--- config.mk ---
export PLATFORM = sky130hd
export DESIGN_NAME = pced_top
export DESIGN_NICKNAME = d
export VERILOG_FILES = /design/src/pced_pkg.sv /design/src/pced_edge_det.sv /design/src/pced_irq_ctrl.sv /design/src/pced_top.sv
export SDC_FILE = /design/constraint.sdc
export NUM_CORES = 1
export LEC_CHECK = 0
export ABC_AREA = 1
export BUFFER_PORTS_ARGS = -buffer_cell sky130_fd_sc_hd__clkbuf_2
export CELL_PAD_IN_SITES_DETAIL_PLACEMENT = 0
export CELL_PAD_IN_SITES_GLOBAL_PLACEMENT = 1
export CORE_ASPECT_RATIO = 0.8
export CORE_MARGIN = 10
export CORE_UTILIZATION = 41
export DETAILED_ROUTE_END_ITERATION = 8
export GPL_TIMING_DRIVEN = 0
export PLACE_DENSITY_LB_ADDON = 0.1
export SLEW_MARGIN = 5
export SYNTH_ARGS = -nofsm -noshare
export SYNTH_HDL_FRONTEND = slang
export SYNTH_SLANG_ARGS = --single-unit
--- constraint.sdc ---
create_clock -name clk_i -period 3.4 [get_ports clk_i]
set_input_delay 0.34 -clock clk_i [delete_from_list [all_inputs] [get_ports clk_i]]
set_output_delay 0.34 -clock clk_i [all_outputs]
set_load 0.05 [all_outputs]
--- src/pced_pkg.sv ---
// Shared constants of the pin change edge detector: map, fields, resets.
package pced_pkg;

  // ************************************************************
  // Bus widths and pin counts
  // ************************************************************
  localparam int PCED_ADDR_W = 4;
  localparam int PCED_DATA_W = 8;
  localparam int PCED_PIN_W  = 6;
  localparam int PCED_EVT_W  = 2;

  // ************************************************************
  // Register offsets
  // ************************************************************
  localparam logic [3:0] PCED_OFS_PA_RISE  = 4'h0;
  localparam logic [3:0] PCED_OFS_PA_FALL  = 4'h1;
  localparam logic [3:0] PCED_OFS_PA_FLAGS = 4'h2;
  localparam logic [3:0] PCED_OFS_PC_RISE  = 4'h3;
  localparam logic [3:0] PCED_OFS_PC_FALL  = 4'h4;
  localparam logic [3:0] PCED_OFS_PC_FLAGS = 4'h5;
  localparam logic [3:0] PCED_OFS_CTRL     = 4'h6;
  localparam logic [3:0] PCED_OFS_STATUS   = 4'h7;
  localparam logic [3:0] PCED_OFS_IRQ_STAT = 4'h8;
  localparam logic [3:0] PCED_OFS_IRQ_MASK = 4'h9;

  // ************************************************************
  // Field positions and masks
  // ************************************************************
  localparam int PCED_CTRL_MASTER_BIT  = 0;
  localparam int PCED_STAT_SUMMARY_BIT = 0;
  localparam int PCED_STAT_DEBUG_BIT   = 1;
  localparam int PCED_EVT_PORTA_BIT    = 0;
  localparam int PCED_EVT_PORTC_BIT    = 1;
  localparam logic [7:0] PCED_DBG_PIN_MASK = 8'h03;

  // ************************************************************
  // Reset values and timing counts
  // ************************************************************
  localparam logic [7:0] PCED_ENABLE_RST = 8'h00;
  localparam logic [7:0] PCED_FLAG_RST   = 8'h00;
  localparam logic [1:0] PCED_WARM_DONE  = 2'h3;

endpackage

--- src/pced_edge_det.sv ---
// Pin synchroniser and per-pin rising and falling edge pulse generator.
`timescale 1ns/1ns
module pced_edge_det
  import pced_pkg::*;
#(
  parameter int PIN_W = PCED_PIN_W
) (
  input  wire logic             clk_i,   // System clock.
  input  wire logic             rst_i,   // Asynchronous reset, high.
  input  wire logic [PIN_W-1:0] pin_i,   // Raw pin levels.
  output logic      [PIN_W-1:0] rise_o,  // One-cycle rising pulses.
  output logic      [PIN_W-1:0] fall_o   // One-cycle falling pulses.
);

  typedef struct packed {
    logic [PIN_W-1:0] meta;
    logic [PIN_W-1:0] sync;
    logic [PIN_W-1:0] prev;
    logic [PIN_W-1:0] rise;
    logic [PIN_W-1:0] fall;
    logic [1:0]       warm;
  } pced_edge_state_t;

  pced_edge_state_t s_r;
  pced_edge_state_t s_nxt;

  // ************************************************************
  // Edge compare
  // ************************************************************
  // Edges are held off until the pipeline holds real samples, so a pin
  // that is high at reset release does not look like a rising edge.
  always_comb begin
    s_nxt      = s_r;
    s_nxt.meta = pin_i;
    s_nxt.sync = s_r.meta;
    s_nxt.prev = s_r.sync;
    if (s_r.warm != PCED_WARM_DONE) begin
      s_nxt.warm = s_r.warm + 2'h1;
    end
    if (s_r.warm == PCED_WARM_DONE) begin
      s_nxt.rise = s_r.sync & ~s_r.prev;
      s_nxt.fall = ~s_r.sync & s_r.prev;
    end else begin
      s_nxt.rise = '0;
      s_nxt.fall = '0;
    end
  end

  always_ff @(posedge clk_i or posedge rst_i) begin
    if (rst_i) begin
      s_r <= '0;
    end else begin
      s_r <= s_nxt;
    end
  end

  assign rise_o = s_r.rise;
  assign fall_o = s_r.fall;

endmodule // pced_edge_det

--- src/pced_irq_ctrl.sv ---
// Sticky event status with write-one-to-clear, mask and level interrupt.
`timescale 1ns/1ns
module pced_irq_ctrl
  import pced_pkg::*;
#(
  parameter int EVT_W = PCED_EVT_W
) (
  input  wire logic             clk_i,        // System clock.
  input  wire logic             rst_i,        // Asynchronous reset, high.
  input  wire logic [EVT_W-1:0] evt_i,        // Event pulses.
  input  wire logic             master_en_i,  // Gates the interrupt.
  input  wire logic             stat_we_i,    // Write-one-to-clear strobe.
  input  wire logic             mask_we_i,    // Mask write strobe.
  input  wire logic [EVT_W-1:0] wdata_i,      // Write data.
  output logic      [EVT_W-1:0] status_o,     // Sticky status bits.
  output logic      [EVT_W-1:0] mask_o,       // Mask bits.
  output logic                  irq_o         // Level interrupt.
);

  typedef struct packed {
    logic [EVT_W-1:0] status;
    logic [EVT_W-1:0] mask;
    logic             irq;
  } pced_irq_state_t;

  pced_irq_state_t s_r;
  pced_irq_state_t s_nxt;

  // ************************************************************
  // Status, mask and request
  // ************************************************************
  // A new event in the clearing cycle survives the clear.
  always_comb begin
    s_nxt = s_r;
    if (stat_we_i) begin
      s_nxt.status = s_r.status & ~wdata_i;
    end
    s_nxt.status = s_nxt.status | evt_i;
    if (mask_we_i) begin
      s_nxt.mask = wdata_i;
    end
    s_nxt.irq = master_en_i & (|(s_nxt.status & s_nxt.mask));
  end

  always_ff @(posedge clk_i or posedge rst_i) begin
    if (rst_i) begin
      s_r <= '0;
    end else begin
      s_r <= s_nxt;
    end
  end

  assign status_o = s_r.status;
  assign mask_o   = s_r.mask;
  assign irq_o    = s_r.irq;

endmodule // pced_irq_ctrl

--- src/pced_top.sv ---
// Pin change edge detector for two six-pin ports with register port.
//
// How it works
// - Every pin has separate rising and falling detectors, each enabled alone.
// - A set rise enable bit arms the pin's rising detector; clear disarms.
// - A set fall enable bit arms the pin's falling detector; clear disarms.
// - Both enables set make the pin catch edges in either direction.
// - An armed edge sets the pin flag; interrupt only with master enable.
// - Summary request is the OR of all flags, read-only, follows flags.
// - Writing zero clears a flag, one keeps it; only hardware sets flags.
// - An edge during a flag write leaves that flag set regardless.
// - A change event wakes the device when master enable is set.
// - Port A rise enables are bits 5..0; bits 7..6 read zero.
// - Port A fall enables are bits 5..0; bits 7..6 read zero.
// - Port A flag sets on enabled rising or enabled falling edge.
// - All enables and flags reset to zero on every reset.
// - Port C has its own rise and fall enables, present on large variant.
// - With debugger on, port A pins 1 and 0 are unavailable.
// - Detection and flags keep working while master enable is clear.
// - Port C flag sets on enabled rising or enabled falling edge.
`timescale 1ns/1ns
module pced_top
  import pced_pkg::*;
#(
  parameter int PIN_W         = PCED_PIN_W,
  parameter bit PORTC_PRESENT = 1'b1
) (
  input  wire logic                   clk_i,         // System clock.
  input  wire logic                   rst_i,         // Async reset, high.
  input  wire logic [PIN_W-1:0]       port_a_pin_i,  // Port A pins.
  input  wire logic [PIN_W-1:0]       port_c_pin_i,  // Port C pins.
  input  wire logic                   debugger_en_i, // Debugger active.
  input  wire logic [PCED_ADDR_W-1:0] reg_addr_i,    // Register address.
  input  wire logic [PCED_DATA_W-1:0] reg_wdata_i,   // Write data.
  input  wire logic                   reg_we_i,      // Write strobe.
  input  wire logic                   reg_re_i,      // Read strobe.
  output logic      [PCED_DATA_W-1:0] reg_rdata_o,   // Read data.
  output logic                        change_irq_summary_o, // OR of flags.
  output logic                        wake_o,        // Wake request.
  output logic                        irq_o          // Interrupt, level.
);

  // ************************************************************
  // Parameter check
  // ************************************************************
  generate
    if (PIN_W < 1 || PIN_W > PCED_DATA_W) begin : g_bad_pin_w
      $error("PIN_W must lie between 1 and the data width");
    end
  endgenerate

  // ************************************************************
  // State
  // ************************************************************
  typedef struct packed {
    logic [PIN_W-1:0]       porta_rise_enable;
    logic [PIN_W-1:0]       porta_fall_enable;
    logic [PIN_W-1:0]       porta_change_flags;
    logic [PIN_W-1:0]       portc_rise_enable;
    logic [PIN_W-1:0]       portc_fall_enable;
    logic [PIN_W-1:0]       portc_change_flags;
    logic                   master_en;
    logic                   summary;
    logic                   wake;
    logic                   dbg_meta;
    logic                   dbg_sync;
    logic [PCED_DATA_W-1:0] rdata;
  } pced_core_state_t;

  pced_core_state_t s_r;
  pced_core_state_t s_nxt;

  logic [PIN_W-1:0]      rise_a;
  logic [PIN_W-1:0]      fall_a;
  logic [PIN_W-1:0]      rise_c;
  logic [PIN_W-1:0]      fall_c;
  logic [PIN_W-1:0]      avail_a;
  logic [PIN_W-1:0]      avail_c;
  logic [PIN_W-1:0]      set_a;
  logic [PIN_W-1:0]      set_c;
  logic [PCED_EVT_W-1:0] evt;
  logic [PCED_EVT_W-1:0] irq_status;
  logic [PCED_EVT_W-1:0] irq_mask;
  logic                  irq_stat_we;
  logic                  irq_mask_we;
  logic                  irq_q;

  // ************************************************************
  // Edge detectors
  // ************************************************************
  pced_edge_det #(
    .PIN_W (PIN_W)
  ) u_edge_a (
    .clk_i  (clk_i),
    .rst_i  (rst_i),
    .pin_i  (port_a_pin_i),
    .rise_o (rise_a),
    .fall_o (fall_a)
  );

  pced_edge_det #(
    .PIN_W (PIN_W)
  ) u_edge_c (
    .clk_i  (clk_i),
    .rst_i  (rst_i),
    .pin_i  (port_c_pin_i),
    .rise_o (rise_c),
    .fall_o (fall_c)
  );

  // ************************************************************
  // Pin availability and flag set terms
  // ************************************************************
  // While the debugger owns the two low port A pins their detection,
  // flags and enables read as zero and cannot raise anything.
  always_comb begin
    avail_a = '1;
    if (s_r.dbg_sync) begin
      avail_a = ~PCED_DBG_PIN_MASK[PIN_W-1:0];
    end
    avail_c = PORTC_PRESENT ? '1 : '0;
  end

  // Each pin sets on an enabled rise, an enabled fall, or either.
  assign set_a = ((rise_a & s_r.porta_rise_enable)
               | (fall_a & s_r.porta_fall_enable))
               & avail_a;
  assign set_c = ((rise_c & s_r.portc_rise_enable)
               | (fall_c & s_r.portc_fall_enable))
               & avail_c;

  always_comb begin
    evt                     = '0;
    evt[PCED_EVT_PORTA_BIT] = |set_a;
    evt[PCED_EVT_PORTC_BIT] = |set_c;
  end

  assign irq_stat_we = reg_we_i && (reg_addr_i == PCED_OFS_IRQ_STAT);
  assign irq_mask_we = reg_we_i && (reg_addr_i == PCED_OFS_IRQ_MASK);

  pced_irq_ctrl #(
    .EVT_W (PCED_EVT_W)
  ) u_irq (
    .clk_i       (clk_i),
    .rst_i       (rst_i),
    .evt_i       (evt),
    .master_en_i (s_r.master_en),
    .stat_we_i   (irq_stat_we),
    .mask_we_i   (irq_mask_we),
    .wdata_i     (reg_wdata_i[PCED_EVT_W-1:0]),
    .status_o    (irq_status),
    .mask_o      (irq_mask),
    .irq_o       (irq_q)
  );

  // ************************************************************
  // Register writes, flags and reads
  // ************************************************************
  always_comb begin
    s_nxt          = s_r;
    s_nxt.dbg_meta = debugger_en_i;
    s_nxt.dbg_sync = s_r.dbg_meta;
    s_nxt.rdata    = '0;
    if (reg_we_i) begin
      unique case (reg_addr_i)
        PCED_OFS_PA_RISE: begin
          s_nxt.porta_rise_enable = reg_wdata_i[PIN_W-1:0];
        end
        PCED_OFS_PA_FALL: begin
          s_nxt.porta_fall_enable = reg_wdata_i[PIN_W-1:0];
        end
        PCED_OFS_PA_FLAGS: begin
          // A one written keeps the flag, a zero clears it.
          s_nxt.porta_change_flags =
            s_r.porta_change_flags & reg_wdata_i[PIN_W-1:0];
        end
        PCED_OFS_PC_RISE: begin
          s_nxt.portc_rise_enable = reg_wdata_i[PIN_W-1:0] & avail_c;
        end
        PCED_OFS_PC_FALL: begin
          s_nxt.portc_fall_enable = reg_wdata_i[PIN_W-1:0] & avail_c;
        end
        PCED_OFS_PC_FLAGS: begin
          s_nxt.portc_change_flags =
            s_r.portc_change_flags & reg_wdata_i[PIN_W-1:0];
        end
        PCED_OFS_CTRL: begin
          s_nxt.master_en = reg_wdata_i[PCED_CTRL_MASTER_BIT];
        end
        default: begin
        end
      endcase
    end
    // Edges seen in the same cycle as a flag write win over it, and
    // detection carries on whatever the master enable holds.
    s_nxt.porta_change_flags =
      (s_nxt.porta_change_flags | set_a) & avail_a;
    s_nxt.portc_change_flags =
      (s_nxt.portc_change_flags | set_c) & avail_c;
    s_nxt.summary = |{s_nxt.porta_change_flags,
                      s_nxt.portc_change_flags};
    s_nxt.wake = s_nxt.master_en & s_nxt.summary;
    if (reg_re_i) begin
      unique case (reg_addr_i)
        PCED_OFS_PA_RISE: begin
          s_nxt.rdata = PCED_DATA_W'(s_r.porta_rise_enable & avail_a);
        end
        PCED_OFS_PA_FALL: begin
          s_nxt.rdata = PCED_DATA_W'(s_r.porta_fall_enable & avail_a);
        end
        PCED_OFS_PA_FLAGS: begin
          s_nxt.rdata = PCED_DATA_W'(s_r.porta_change_flags);
        end
        PCED_OFS_PC_RISE: begin
          s_nxt.rdata = PCED_DATA_W'(s_r.portc_rise_enable);
        end
        PCED_OFS_PC_FALL: begin
          s_nxt.rdata = PCED_DATA_W'(s_r.portc_fall_enable);
        end
        PCED_OFS_PC_FLAGS: begin
          s_nxt.rdata = PCED_DATA_W'(s_r.portc_change_flags);
        end
        PCED_OFS_CTRL: begin
          s_nxt.rdata[PCED_CTRL_MASTER_BIT] = s_r.master_en;
        end
        PCED_OFS_STATUS: begin
          s_nxt.rdata[PCED_STAT_SUMMARY_BIT] = s_r.summary;
          s_nxt.rdata[PCED_STAT_DEBUG_BIT]   = s_r.dbg_sync;
        end
        PCED_OFS_IRQ_STAT: begin
          s_nxt.rdata = PCED_DATA_W'(irq_status);
        end
        PCED_OFS_IRQ_MASK: begin
          s_nxt.rdata = PCED_DATA_W'(irq_mask);
        end
        default: begin
          s_nxt.rdata = '0;
        end
      endcase
    end
  end

  always_ff @(posedge clk_i or posedge rst_i) begin
    if (rst_i) begin
      s_r <= '0;
    end else begin
      s_r <= s_nxt;
    end
  end

  assign reg_rdata_o          = s_r.rdata;
  assign change_irq_summary_o = s_r.summary;
  assign wake_o               = s_r.wake;
  assign irq_o                = irq_q;
endmodule // pced_top

## Word level (Yosys, flattened, before mapping)

Index checks and enable logic that the tools add are counted.
W data, S select, Z words.

- Latch bits: 0
- Register bits: 118
- Memory bits (writable): 0
- Memories kept: 0
- Memory bits (read-only): 0

- Multiply operators: 0
- Mux-type cells: 15
- Div/mod/pow operators: 0
- Bitwise operators: 28
- Order comparisons: 0
- $add $sub $neg: 2
- Reductions and logical operators: 11
- Equal/unequal tests: 13
- Shifts and indexed selects: 0

Operators by type and width:

| operator | count |
|---|---|
| $and A6 B6 Y6 | 14 |
| $mux W6 | 5 |
| $mux W25 | 1 |
| $mux W12 | 2 |
| $not A6 Y6 | 4 |
| $or A6 B6 Y6 | 4 |
| $pmux W4 S6 | 1 |
| $eq A4 B3 Y1 const B | 4 |
| $reduce_or A12 Y1 | 1 |
| $reduce_or A6 Y1 | 2 |
| $pmux W1 S10 | 1 |
| $pmux W1 S9 | 1 |
| $eq A4 B2 Y1 const B | 2 |
| $eq A4 B4 Y1 const B | 2 |
| $reduce_and A2 Y1 | 4 |
| $mux W2 | 3 |
| $add A2 B1 Y2 const B | 2 |
| $and A2 B2 Y2 | 2 |
| $eq A2 B2 Y1 const B | 2 |
| $eq A4 B1 Y1 const B | 1 |
| $logic_not A4 Y1 | 1 |
| $ne A2 B2 Y1 const B | 2 |
| $and A1 B1 Y1 | 2 |
| $logic_and A1 B1 Y1 | 2 |
| other kinds (4) | 4 |

## Logic depth before layout (Yosys ltp)

Gate-level depths: netlist of the first run.

- Depth in word-level cells: 8
- Mapped depth: 10

## Modules after synthesis

Synthesis of the first run repeated with hierarchy kept, for this count alone.

- Cell total of the unflattened synthesis: 516
- Area total of the unflattened synthesis: 4852.2 sq um

Modules (own cells, without submodules):

| module | cells an instance | area each (sq um) | instances |
|---|---|---|---|
| pced_top | 331 | 2529.9 | 1 |
| pced_edge_det | 80 | 1051.0 | 2 |
| pced_irq_ctrl | 25 | 220.2 | 1 |

## Worst setup path before layout of the first run

No wires, ideal clock.

- Kind: in2reg
- Start point: input reg_addr_i[3]
- End point: register s_r, in the netlist wake_o
- Buffers on the path: 0
- Setup slack: 2.116 ns
- Arrival: 1.159 ns
- Required time: 3.275 ns
- Setup time: 0.125 ns
- Cell stages on the path: 10
- Cells stage by stage: inv_1 > nand2_2 > nor2_4 > nand2_1 > nand2_1 > nand2_1 > nor2_1 > nand3_1 > nor2_1 > nor2_1

RTL lines:

| item | line | source |
|---|---|---|
| start, declared | pced_top.sv:33 | `input wire logic [PCED_ADDR_W-1:0] reg_addr_i,` |
| end signal, assigned | pced_top.sv:247 | `s_r <= s_nxt;` |
| end, declared | pced_top.sv:70 | `pced_core_state_t s_r;` |

## Worst setup path in the final report of the first run

- Start point: input reg_addr_i[2]
- End point: register s_r[43] (netlist name)

- Longest elaborated chain between the ends: 2

Ends and longest elaborated chain:

| item | line | source |
|---|---|---|
| $logic_not A4 Y1 | pced_top.sv:165 | `unique case (reg_addr_i)` |
| $reduce_and A2 Y1 (no source line) | - |  |

Every way passes these cells.
A chain may end at the register's enable or synchronous reset.

==> impl_metrics.csv, run 1 <==
group,metric,value,unit
outcome,status,"finished clean",
critical_path,cp_top_family,"simple AND/OR/NAND/NOR gates",
synth,avgSynthCellArea,9.519,µm²
cells_and_area,num_antenna_cells,0,
critical_path,timing.rr.start,"s_r[40]$_DFFE_PP0P_",
critical_path,max_stage_delay,0.35,ns
global_routing,grt_pass1_vias,3264,
synth,seq_area_frac_synth,65.02,%
placed_design,numPortBuffers,35,
cts,cts_tree,"yes",
critical_path,path_cells,"clkbuf_2 -> nor2_1 -> nand2_1 -> inv_2 -> nand2_1 -> buf_2 -> nand2_1 -> o21ai_0",
drt,viasPerCell,4.646,
cells_and_area,layout_commonest_cell,"nand2_1",
die,initial_core_util,42.74,%
global_routing,grt_overflow_total,0,
drt,ant_nets,0,
critical_path,critical_path_class,"primary input to register",
synth,synth.distinct_cells,25,
timing,worst_pin_slew,0.4922,ns
critical_path,path_common_cell,"nand2_1",
drt,wl_per_cell,14.93,µm
critical_path,timing.rr.end,"change_irq_summary_o$_DFF_PP0_",
timing,hold_ws,0.03241,ns
cells_and_area,area_growth,23.74,%
critical_path,crit_slowest_cell,"nor2_1",
drt,wirelength,10170,µm
critical_path,reg2regPathDepth,8,
global_routing,grt_usage,14.14,%
die,num_io_pins,40,
drt,num_vias,3164,
critical_path,startpoint_type,"primary input",
synth,synth_top_area_share,65.02,%
min_path,hp-class,"primary input to register",
synth,synth.area.top_cells,"dfrtp_1 65%, nand2_1 12%, nor2_1 4.5%",
timing,fin_crit_sh,43.27,%
die,die-area,0.01549,mm²
placed_design,place_area,0.004882,mm²
critical_path,path_depth,8,
timing,fin_tns_setup,0,ns
die,die_h,113.3,µm
cells_and_area,nNetsFinal,559,
timing,fmax,679.8,MHz
timing,finalHoldViolCount,0,
global_routing,grt_pass1_wl,16730,µm
timing,skew,0.008313,ns
cells_and_area,finalInstanceArea,0.005524,mm²
synth,yosys_warnings,0,
run,maxCapViolCount,0,
critical_path,worstSetupEndpointType,"register",
drt,dr.pass1.iters,5,
timing,rsz0062_at_grt,"no",
cts,cts_buffer_depth,2,
synth,synth_cells,469,
critical_path,startpoint,"reg_addr_i[2]",
die,core-area,0.01045,mm²
die,fp.dieW,136.7,µm
cts,cts_buffers,17,
cells_and_area,finalCoreUtilization,52.88,%
cts,clk_latency,0.41,ns
timing,drv_slew,0,
cells_and_area,num-fill-cells,955,
synth,syn_area,0.004464,mm²
global_routing,grt_start_max_net_pins,40,
cts,root_buffer,"clkbuf_16",
cells_and_area,layout-drive-gt1-share,17.19,%
cts,clkTransAtPathRegs,0.06,ns
critical_path,crit_fanout,10,
critical_path,rrSetupSlack,1.94,ns
placed_design,dp_hpwl,7490,µm
cells_and_area,layout_common_cells,"138 x nand2_1, 116 x dfrtp_1, 54 x nor2_1",
cts,cts_num_sinks,116,
cts,cts_htree_levels,4,
synth,ys_seq_elements,116,
critical_path,cp-endpoint,"s_r[43]$_DFFE_PP0P_",
critical_path,required,3.67,ns
critical_path,arrival,1.74,ns
power_and_ir_drop,vdd_ir_drop_max,436.1,µV
timing,relSlewSlack,66.84,%
timing,fin_crit,1.471,ns
drt,drtIter0Drc,259,
timing,setup_viol,0,
drt,drcViolationCount,0,
global_routing,antenna_found_initial,0,
cts,postCtsSetupRepairBufs,0,
power_and_ir_drop,power_density,693.9,mW/mm²
synth,yosys.area.top_type,"dfrtp_1",
placed_design,routabilityCongestion,0.8842,
power_and_ir_drop,p_leak,2.715,nW
critical_path,crit_buf_inv,3,
die,rows,33,
flip-flops by register name, summed over array words and instances (netlist names), 6 cells and up:
| signal | cells |
|---|---|
| reg_rdata_o | 6 |
| s_r | 38 |
| u_edge_a.fall_o | 6 |
| u_edge_a.rise_o | 6 |
| u_edge_a.s_nxt | 12 |
| u_edge_a.s_r | 8 |
| u_edge_c.fall_o | 6 |
| u_edge_c.rise_o | 6 |
| u_edge_c.s_nxt | 12 |
| u_edge_c.s_r | 8 |
power breakdown:
group,internal [mW],switching [mW]
Clock,1.24,0.658
Sequential,1.52,0.0804
Combinational,0.111,0.231
Total,2.86,0.969
logic make-up after synthesis:
kind of cell	Yosys count	share of synthesized area [%]
AND/OR/NAND/NOR	226	20.52
flip-flops	116	65.02
multiplexers	2	0.5044
AO/OA/AOI/OAI	54	6.586
adder cells (fa/ha/maj)	2	0.5604
other	1	0.08400
XOR/XNOR	2	0.3924
buffers and inverters	66	6.334
how the worst min path moves through the flow:
stage               slack (ns)                            to  depth (start not counted)                          from
global placement          0.33  u_edge_c.s_nxt[14]$_DFF_PP0_                          0  u_edge_c.s_nxt[20]$_DFF_PP0_
finish                    0.03  u_edge_a.s_nxt[21]$_DFF_PP0_                          1               port_a_pin_i[1]
detailed placement        0.33  u_edge_a.s_nxt[19]$_DFF_PP0_                          0  u_edge_a.s_nxt[25]$_DFF_PP0_
CTS                       0.02  u_edge_a.s_nxt[21]$_DFF_PP0_                          1               port_a_pin_i[1]
floorplan                 0.33              s_r[8]$_DFF_PP0_                          0            s_nxt[8]$_DFF_PP0_
global route              0.02  u_edge_a.s_nxt[21]$_DFF_PP0_                          1               port_a_pin_i[1]
through the flow:
step	setup slack (ns)	total power, mW	instances
6_report	1.929	3.833	681
5_1_grt	1.767	4.001	681
4_1_cts	1.898	3.867	681
3_5_place_dp	1.527	1.963	648
3_3_place_gp	0.8811	1.948	645
2_1_floorplan	1.647	1.837	470
repair_timing:
item,in CTS,in global routing
endpoints found under the hold margin,17,0
hold buffers,1,0
gates resized for setup,0,0
layer usage:
metal | wire [µm] | track usage [%] | vias to the layer above
met5 | 0 | 0 | -
met4 | 127 | 5.811 | 0
met3 | 575 | 5.040 | 9
met2 | 4400 | 19.73 | 69
met1 | 5066 | 19.41 | 1501
li1 | - | - | 1585
cells in the mapped netlist, drive strengths merged:
| library cell | n |
|---|---|
| nand2 | 139 |
| clkbuf | 2 |
| a21oi | 7 |
| o211ai | 1 |
| o21ai | 40 |
| nand3 | 21 |
| buf | 12 |
| o221ai | 1 |
| nor3 | 5 |
| xnor2 | 2 |
| inv | 52 |
| o21a | 1 |
| mux2 | 2 |
| dfrtp | 116 |
| nand4 | 2 |
| nor2 | 59 |
| conb | 1 |
| a22o | 4 |
| ha | 2 |
cell type report:
| cell class | count | area [µm²] | share of cell area (%) |
|---|---|---|---|
| clock inverter | 14 | 202.7 | 3.669 |
| clock buffer | 18 | 429.2 | 7.769 |
| sequential | 116 | 2903 | 52.55 |
| inverter | 52 | 198.9 | 3.601 |
| tap | 140 | 175.2 | 3.171 |
| timing repair buffer | 39 | 245.2 | 4.439 |
| multi-input combinational | 288 | 1282 | 23.22 |
| buffer | 14 | 87.58 | 1.586 |
Note: power is estimated with default switching activity, not from simulation.
==> inputs of run 2 (changes only) <==
CORE_UTILIZATION = 45   (was 41)
clock period = 1.5 ns   (was 3.4 ns; I/O delays follow)
==> impl_metrics.csv, run 2 (synthesis gave the netlist of run 1 again) <==
group,metric,value,unit
placed_design,routabilityCongestion,0.8288,
cts,postCtsSetupRepairBufs,0,
cts,clkTransAtPathRegs,0.06,ns
critical_path,max_stage_delay,0.39,ns
die,initial_core_util,46.27,%
cells_and_area,regMostFlops,"s_r",
cells_and_area,layout_common_cells,"138 x nand2_1, 116 x dfrtp_1, 53 x nor2_1",
placed_design,pre_cts_ws,-0.08159,ns
drt,num_vias,3180,
cells_and_area,layout_commonest_cell,"nand2_1",
power_and_ir_drop,finalPower,8.238,mW
run,maxCapViolCount,0,
placed_design,dp.cells,643,
cells_and_area,area_growth,25.06,%
power_and_ir_drop,power_density,1476,mW/mm²
drt,dr.pass1.iters,6,
drt,ant_nets,0,
drt,drcViolationCount,0,
global_routing,grt_start_max_net_pins,43,
drt,viasPerCell,4.609,
global_routing,grt_pass1_wl,16300,µm
cells_and_area,num_antenna_cells,0,
timing,skew,0.008075,ns
cts,cts_htree_levels,4,
placed_design,numPortBuffers,35,
global_routing,antenna_found_initial,0,
die,fp.dieW,131.4,µm
placed_design,place_area,0.004857,mm²
die,core-area,0.009649,mm²
global_routing,grt_overflow_total,0,
drt,wl_per_cell,14.30,µm
die,die_h,109.1,µm
die,die-area,0.01433,mm²
cells_and_area,finalInstanceArea,0.005583,mm²
cts,cts_tree,"yes",
timing,drv_slew,0,
critical_path,startpoint_type,"register",
timing,relSlewSlack,43.73,%
timing,fmax,721.4,MHz
drt,wirelength,9865,µm
die,rows,32,
cells_and_area,layout-drive-gt1-share,17.15,%
power_and_ir_drop,vdd_ir_drop_max,1143,µV
timing,rsz0062_at_grt,"yes",
timing,setup_viol,0,
outcome,status,"finished clean",
cells_and_area,nNetsFinal,572,
cells_and_area,finalCoreUtilization,57.86,%
critical_path,path_cells,"nand2_1 -> o21ai_0 -> inv_1 -> nand2_1 -> nor2_1 -> nand3_1 -> nor2_2 -> inv_1",
min_path,hp-class,"primary input to register",
placed_design,dp_hpwl,7198,µm
critical_path,required,1.80,ns
cts,cts_num_sinks,116,
timing,setup_ws,0.1137,ns
timing,finalHoldViolCount,0,
cts,clk_latency,0.40,ns
global_routing,grt_pass1_vias,3175,
drt,drtIter0Drc,202,
cts,cts_buffers,17,
die,num_io_pins,40,
timing,worst_pin_slew,0.8423,ns
critical_path,crit_fanout,3,
global_routing,grt_usage,14.68,%
critical_path,critical_path_class,"register to register",
timing,fin_crit_sh,92.42,%
critical_path,arrival,1.68,ns
cells_and_area,num-fill-cells,851,
critical_path,worstSetupEndpointType,"register",
cts,root_buffer,"clkbuf_16",
cells_and_area,fin_cells,690,
cts,cts_buffer_depth,2,
power_and_ir_drop,p_leak,2.722,nW
timing,fin_crit,1.386,ns
cells_and_area,largest_reg_flops,38,
critical_path,crit_slowest_cell,"dfrtp_1",
## run 2: changes by cell type in the layout (fill, tap and decap cells not counted), sizes merged
cell	before	now
clkinvlp	2	7
buf	15	14
clkinv	7	4
inv	53	54
dlygate4sd3	1	15
bufinv	4	1
## run 2: stage by stage
stage           TNS (ns)  hold slack (ns)
2_1_floorplan     -7.354           0.1814
3_3_place_gp      -90.03           0.2584
3_5_place_dp     -0.2631           0.2597
4_1_cts                0          0.06414
5_1_grt        -0.004012          0.08731
6_report               0          0.06903
## run 2: where the power goes
group	switching, mW	total, mW	leakage (nW)	internal [mW]
clock network	1.49	3.82	0.261	2.33
registers	0.182	3.62	1.38	3.44
logic	0.526	0.799	1.08	0.272
total	2.20	8.24	2.72	6.04
## run 2: what timing repair did
item / CTS / global route
endpoints found under the hold margin: 51 / 0
resized for setup: 0 / 2
setup endpoints to repair: 0 / 3
hold buffers: 15 / 0
## run 2: area by class of cell
cell class	instances	area (µm²)	share of cell area, %
Clock buffer	18	439.2	7.866
Multi-Input combinational cell	288	1290	23.11
Sequential cell	116	2903	51.99
Clock inverter	14	128.9	2.308
Tap cell	136	170.2	3.048
Timing Repair Buffer	52	365.4	6.544
Buffer	14	87.58	1.569
Inverter	52	198.9	3.563
## run 2: critical path: cells and delay by family (launching register included)
kind | cells | cell delay [ns]
and+or+nand+nor | 5 | 0.51
DFF | 1 | 0.39
buffers and inverters | 2 | 0.17
AOI/OAI and AO/OA | 1 | 0.20
## run 2: routing by layer
| layer | up-vias | GRT usage [%] | wire length (µm) |
|---|---|---|---|
| met5 | - | 0 | 0 |
| met4 | 0 | 6.181 | 116 |
| met2 | 86 | 21.76 | 4288 |
| met3 | 10 | 4.642 | 597 |
| met1 | 1475 | 19.64 | 4862 |
| li1 | 1609 | - | - |
## run 2: final timing paths
check | depth (start not counted) | from | slack (ns) | end
max | 8 | s_r[40]$_DFFE_PP0P_ | 0.11 | change_irq_summary_o$_DFF_PP0_
min | 3 | reg_wdata_i[0] | 0.07 | s_r[12]$_DFF_PP0_
max reg2reg | 8 | s_r[40]$_DFFE_PP0P_ | 0.11 | change_irq_summary_o$_DFF_PP0_
min reg2reg | 0 | u_edge_a.s_nxt[25]$_DFF_PP0_ | 0.35 | u_edge_a.s_nxt[19]$_DFF_PP0_
max in group asynchronous | 4 | rst_i | 0.39 | u_irq.mask_o[1]$_DFF_PP0_
min in group asynchronous | 3 | rst_i | 0.44 | u_edge_a.s_nxt[22]$_DFF_PP0_
==> inputs of run 3 (changes only) <==
CORE_UTILIZATION = 49   (was 45)
clock period = 1.8 ns   (was 1.5 ns; I/O delays follow)
==> impl_metrics.csv, run 3 (synthesis gave the netlist of run 1 again) <==
group,metric,value,unit
placed_design,numPortBuffers,35,
timing,setup_ws,0.2758,ns
run,maxCapViolCount,0,
drt,drtIter0Drc,205,
drt,num_vias,3172,
power_and_ir_drop,vdd_ir_drop_max,1142,µV
global_routing,grt_overflow_total,0,
die,die-area,0.01335,mm²
cells_and_area,finalInstanceArea,0.005592,mm²
timing,hold_ws,0.01579,ns
cells_and_area,layout-drive-gt1-share,16.27,%
drt,drcViolationCount,0,
drt,viasPerCell,4.749,
die,fp.dieW,126.7,µm
cts,cts_buffer_depth,2,
drt,wl_per_cell,14.76,µm
cts,clk_latency,0.41,ns
critical_path,path_common_cell,"nor2_1",
critical_path,startpoint_type,"register",
timing,rsz0062_at_grt,"no",
cells_and_area,largest_reg_flops,38,
timing,fmax,656.1,MHz
die,rows,31,
cells_and_area,area_growth,25.25,%
critical_path,reg2regPathDepth,8,
cells_and_area,nNetsFinal,572,
cells_and_area,num_antenna_cells,0,
power_and_ir_drop,p_leak,2.754,nW
min_path,hp-class,"primary input to register",
timing,finalHoldViolCount,0,
placed_design,pre_cts_ws,0.1668,ns
drt,wirelength,9861,µm
timing,skew,0.007947,ns
timing,fin_crit_sh,84.68,%
cts,root_buffer,"clkbuf_16",
critical_path,crit_slowest_cell,"dfrtp_1",
power_and_ir_drop,pwr-share-clk,47.7,%
power_and_ir_drop,pwr-share-seq,42.8,%
critical_path,cp-endpoint,"wake_o$_DFF_PP0_",
die,initial_core_util,49.83,%
critical_path,arrival,1.81,ns
placed_design,dp.cells,623,
placed_design,routabilityCongestion,0.8913,
critical_path,rrSetupSlack,0.28,ns
critical_path,max_stage_delay,0.39,ns
global_routing,grt_pass1_wl,16580,µm
cells_and_area,fin_cells,668,
cts,cts_buffers,17,
global_routing,antenna_found_initial,0,
critical_path,required,2.09,ns
power_and_ir_drop,p_sw,1.724,mW
die,num_io_pins,40,
die,die_h,105.4,µm
critical_path,startpoint,"s_r[40]$_DFFE_PP0P_",
cts,clkTransAtPathRegs,0.05,ns
timing,setup_viol,0,
placed_design,place_area,0.004858,mm²
outcome,status,"finished clean",
critical_path,timing.rr.start,"s_r[40]$_DFFE_PP0P_",
cts,cts_htree_levels,4,
cts,cts_num_sinks,116,
drt,ant_nets,0,
global_routing,grt_start_max_net_pins,38,
cts,cts_tree,"yes",
global_routing,grt_usage,15.82,%
critical_path,critical_path_class,"register to register",
critical_path,path_cells,"nand2_1 -> o21ai_0 -> inv_1 -> nand2_1 -> nor2_1 -> nand3_1 -> nor2_1 -> nor2_1",
cells_and_area,layout_commonest_cell,"nand2_1",
power_and_ir_drop,swShare,24.43,%
drt,dr.pass1.iters,4,
power_and_ir_drop,internal_power,5.332,mW
power_and_ir_drop,power_density,1262,mW/mm²
power_and_ir_drop,combPwrFrac,9.5,%
die,core-area,0.008960,mm²
timing,fin_crit,1.524,ns
global_routing,grt_pass1_vias,3220,
critical_path,crit_fanout,3,
critical_path,worstSetupEndpointType,"register",
cells_and_area,regMostFlops,"s_r",
timing,drv_slew,0,
timing,worst_pin_slew,0.6138,ns
critical_path,timing.rr.end,"wake_o$_DFF_PP0_",
timing,relSlewSlack,58.65,%
placed_design,dp_hpwl,7168,µm
cells_and_area,layout_common_cells,"138 x nand2_1, 116 x dfrtp_1, 54 x nor2_1",
[run 3: cell count changes in the layout (fill, tap and decap cells not counted), moves of 2 or more]
cell	previous run	this run
inv_6	3	0
clkbuf_1	2	5
clkinvlp_4	7	3
bufinv_16	1	3
[run 3: per-layer routing]
metal  vias up  global-route usage [%]  part of all wire, %
li1       1600                       -                    -
met1      1479                   22.11                   48
met2        80                   22.20                   44
met3        13                   5.809                  6.8
met4         0                   5.114                  1.2
met5         -                       0                    0
[run 3: power groups by stage]
stage	combinational (mW)	clock, mW	sequential (mW)
after global placement	0.619	0	3.06
final	0.669	3.37	3.02
after CTS	0.676	3.43	3.02
after detailed placement	0.650	0	3.06
after global routing	0.754	3.57	3.05
after floorplan	0.412	0	3.06
[run 3: stage by stage]
step / utilization (%) / setup TNS (ns) / power, mW
2_1_floorplan: - / 0 / 3.469
3_3_place_gp: 53.47 / -56.30 / 3.677
3_5_place_dp: 54.22 / 0 / 3.710
4_1_cts: 62.41 / 0 / 7.128
5_1_grt: 62.41 / 0 / 7.378
6_report: 62.41 / 0 / 7.055
[run 3: worst min-delay path by stage]
stage                    start                      endpoint  slack (ns)  depth (start not counted)
6_report              reg_re_i      reg_rdata_o[0]$_DFF_PP0_        0.02                          3
5_1_grt               reg_re_i      reg_rdata_o[0]$_DFF_PP0_        0.02                          3
4_1_cts               reg_re_i      reg_rdata_o[0]$_DFF_PP0_      0.0006                          3
3_5_place_dp             rst_i  u_edge_a.s_nxt[22]$_DFF_PP0_        0.25                          2
3_3_place_gp   port_a_pin_i[5]  u_edge_a.s_nxt[25]$_DFF_PP0_        0.29                          1
2_1_floorplan    debugger_en_i            s_nxt[8]$_DFF_PP0_        0.21                          0
[run 3: final cells by class]
cell class	instances	area, µm²
clock buffer	22	464.2
multi-input combinational	288	1282
inverter	52	198.9
timing repair buffer	52	382.9
buffer	14	87.58
sequential	116	2903
fill	779	3368
clock inverter	9	128.9
tap	115	143.9
[run 3: what timing repair did]
| action | CTS | global route |
|---|---|---|
| setup buffers | 0 | 0 |
| hold endpoints to repair | 38 | 0 |
| hold buffers | 14 | 0 |
| resized for setup | 0 | 0 |
[run 3: worst max-delay path: cells and delay by family (launching register included)]
family	cells	cell delay, ns
compound gates	1	0.23
flops	1	0.39
simple gates	6	0.66
buf+inv	1	0.12
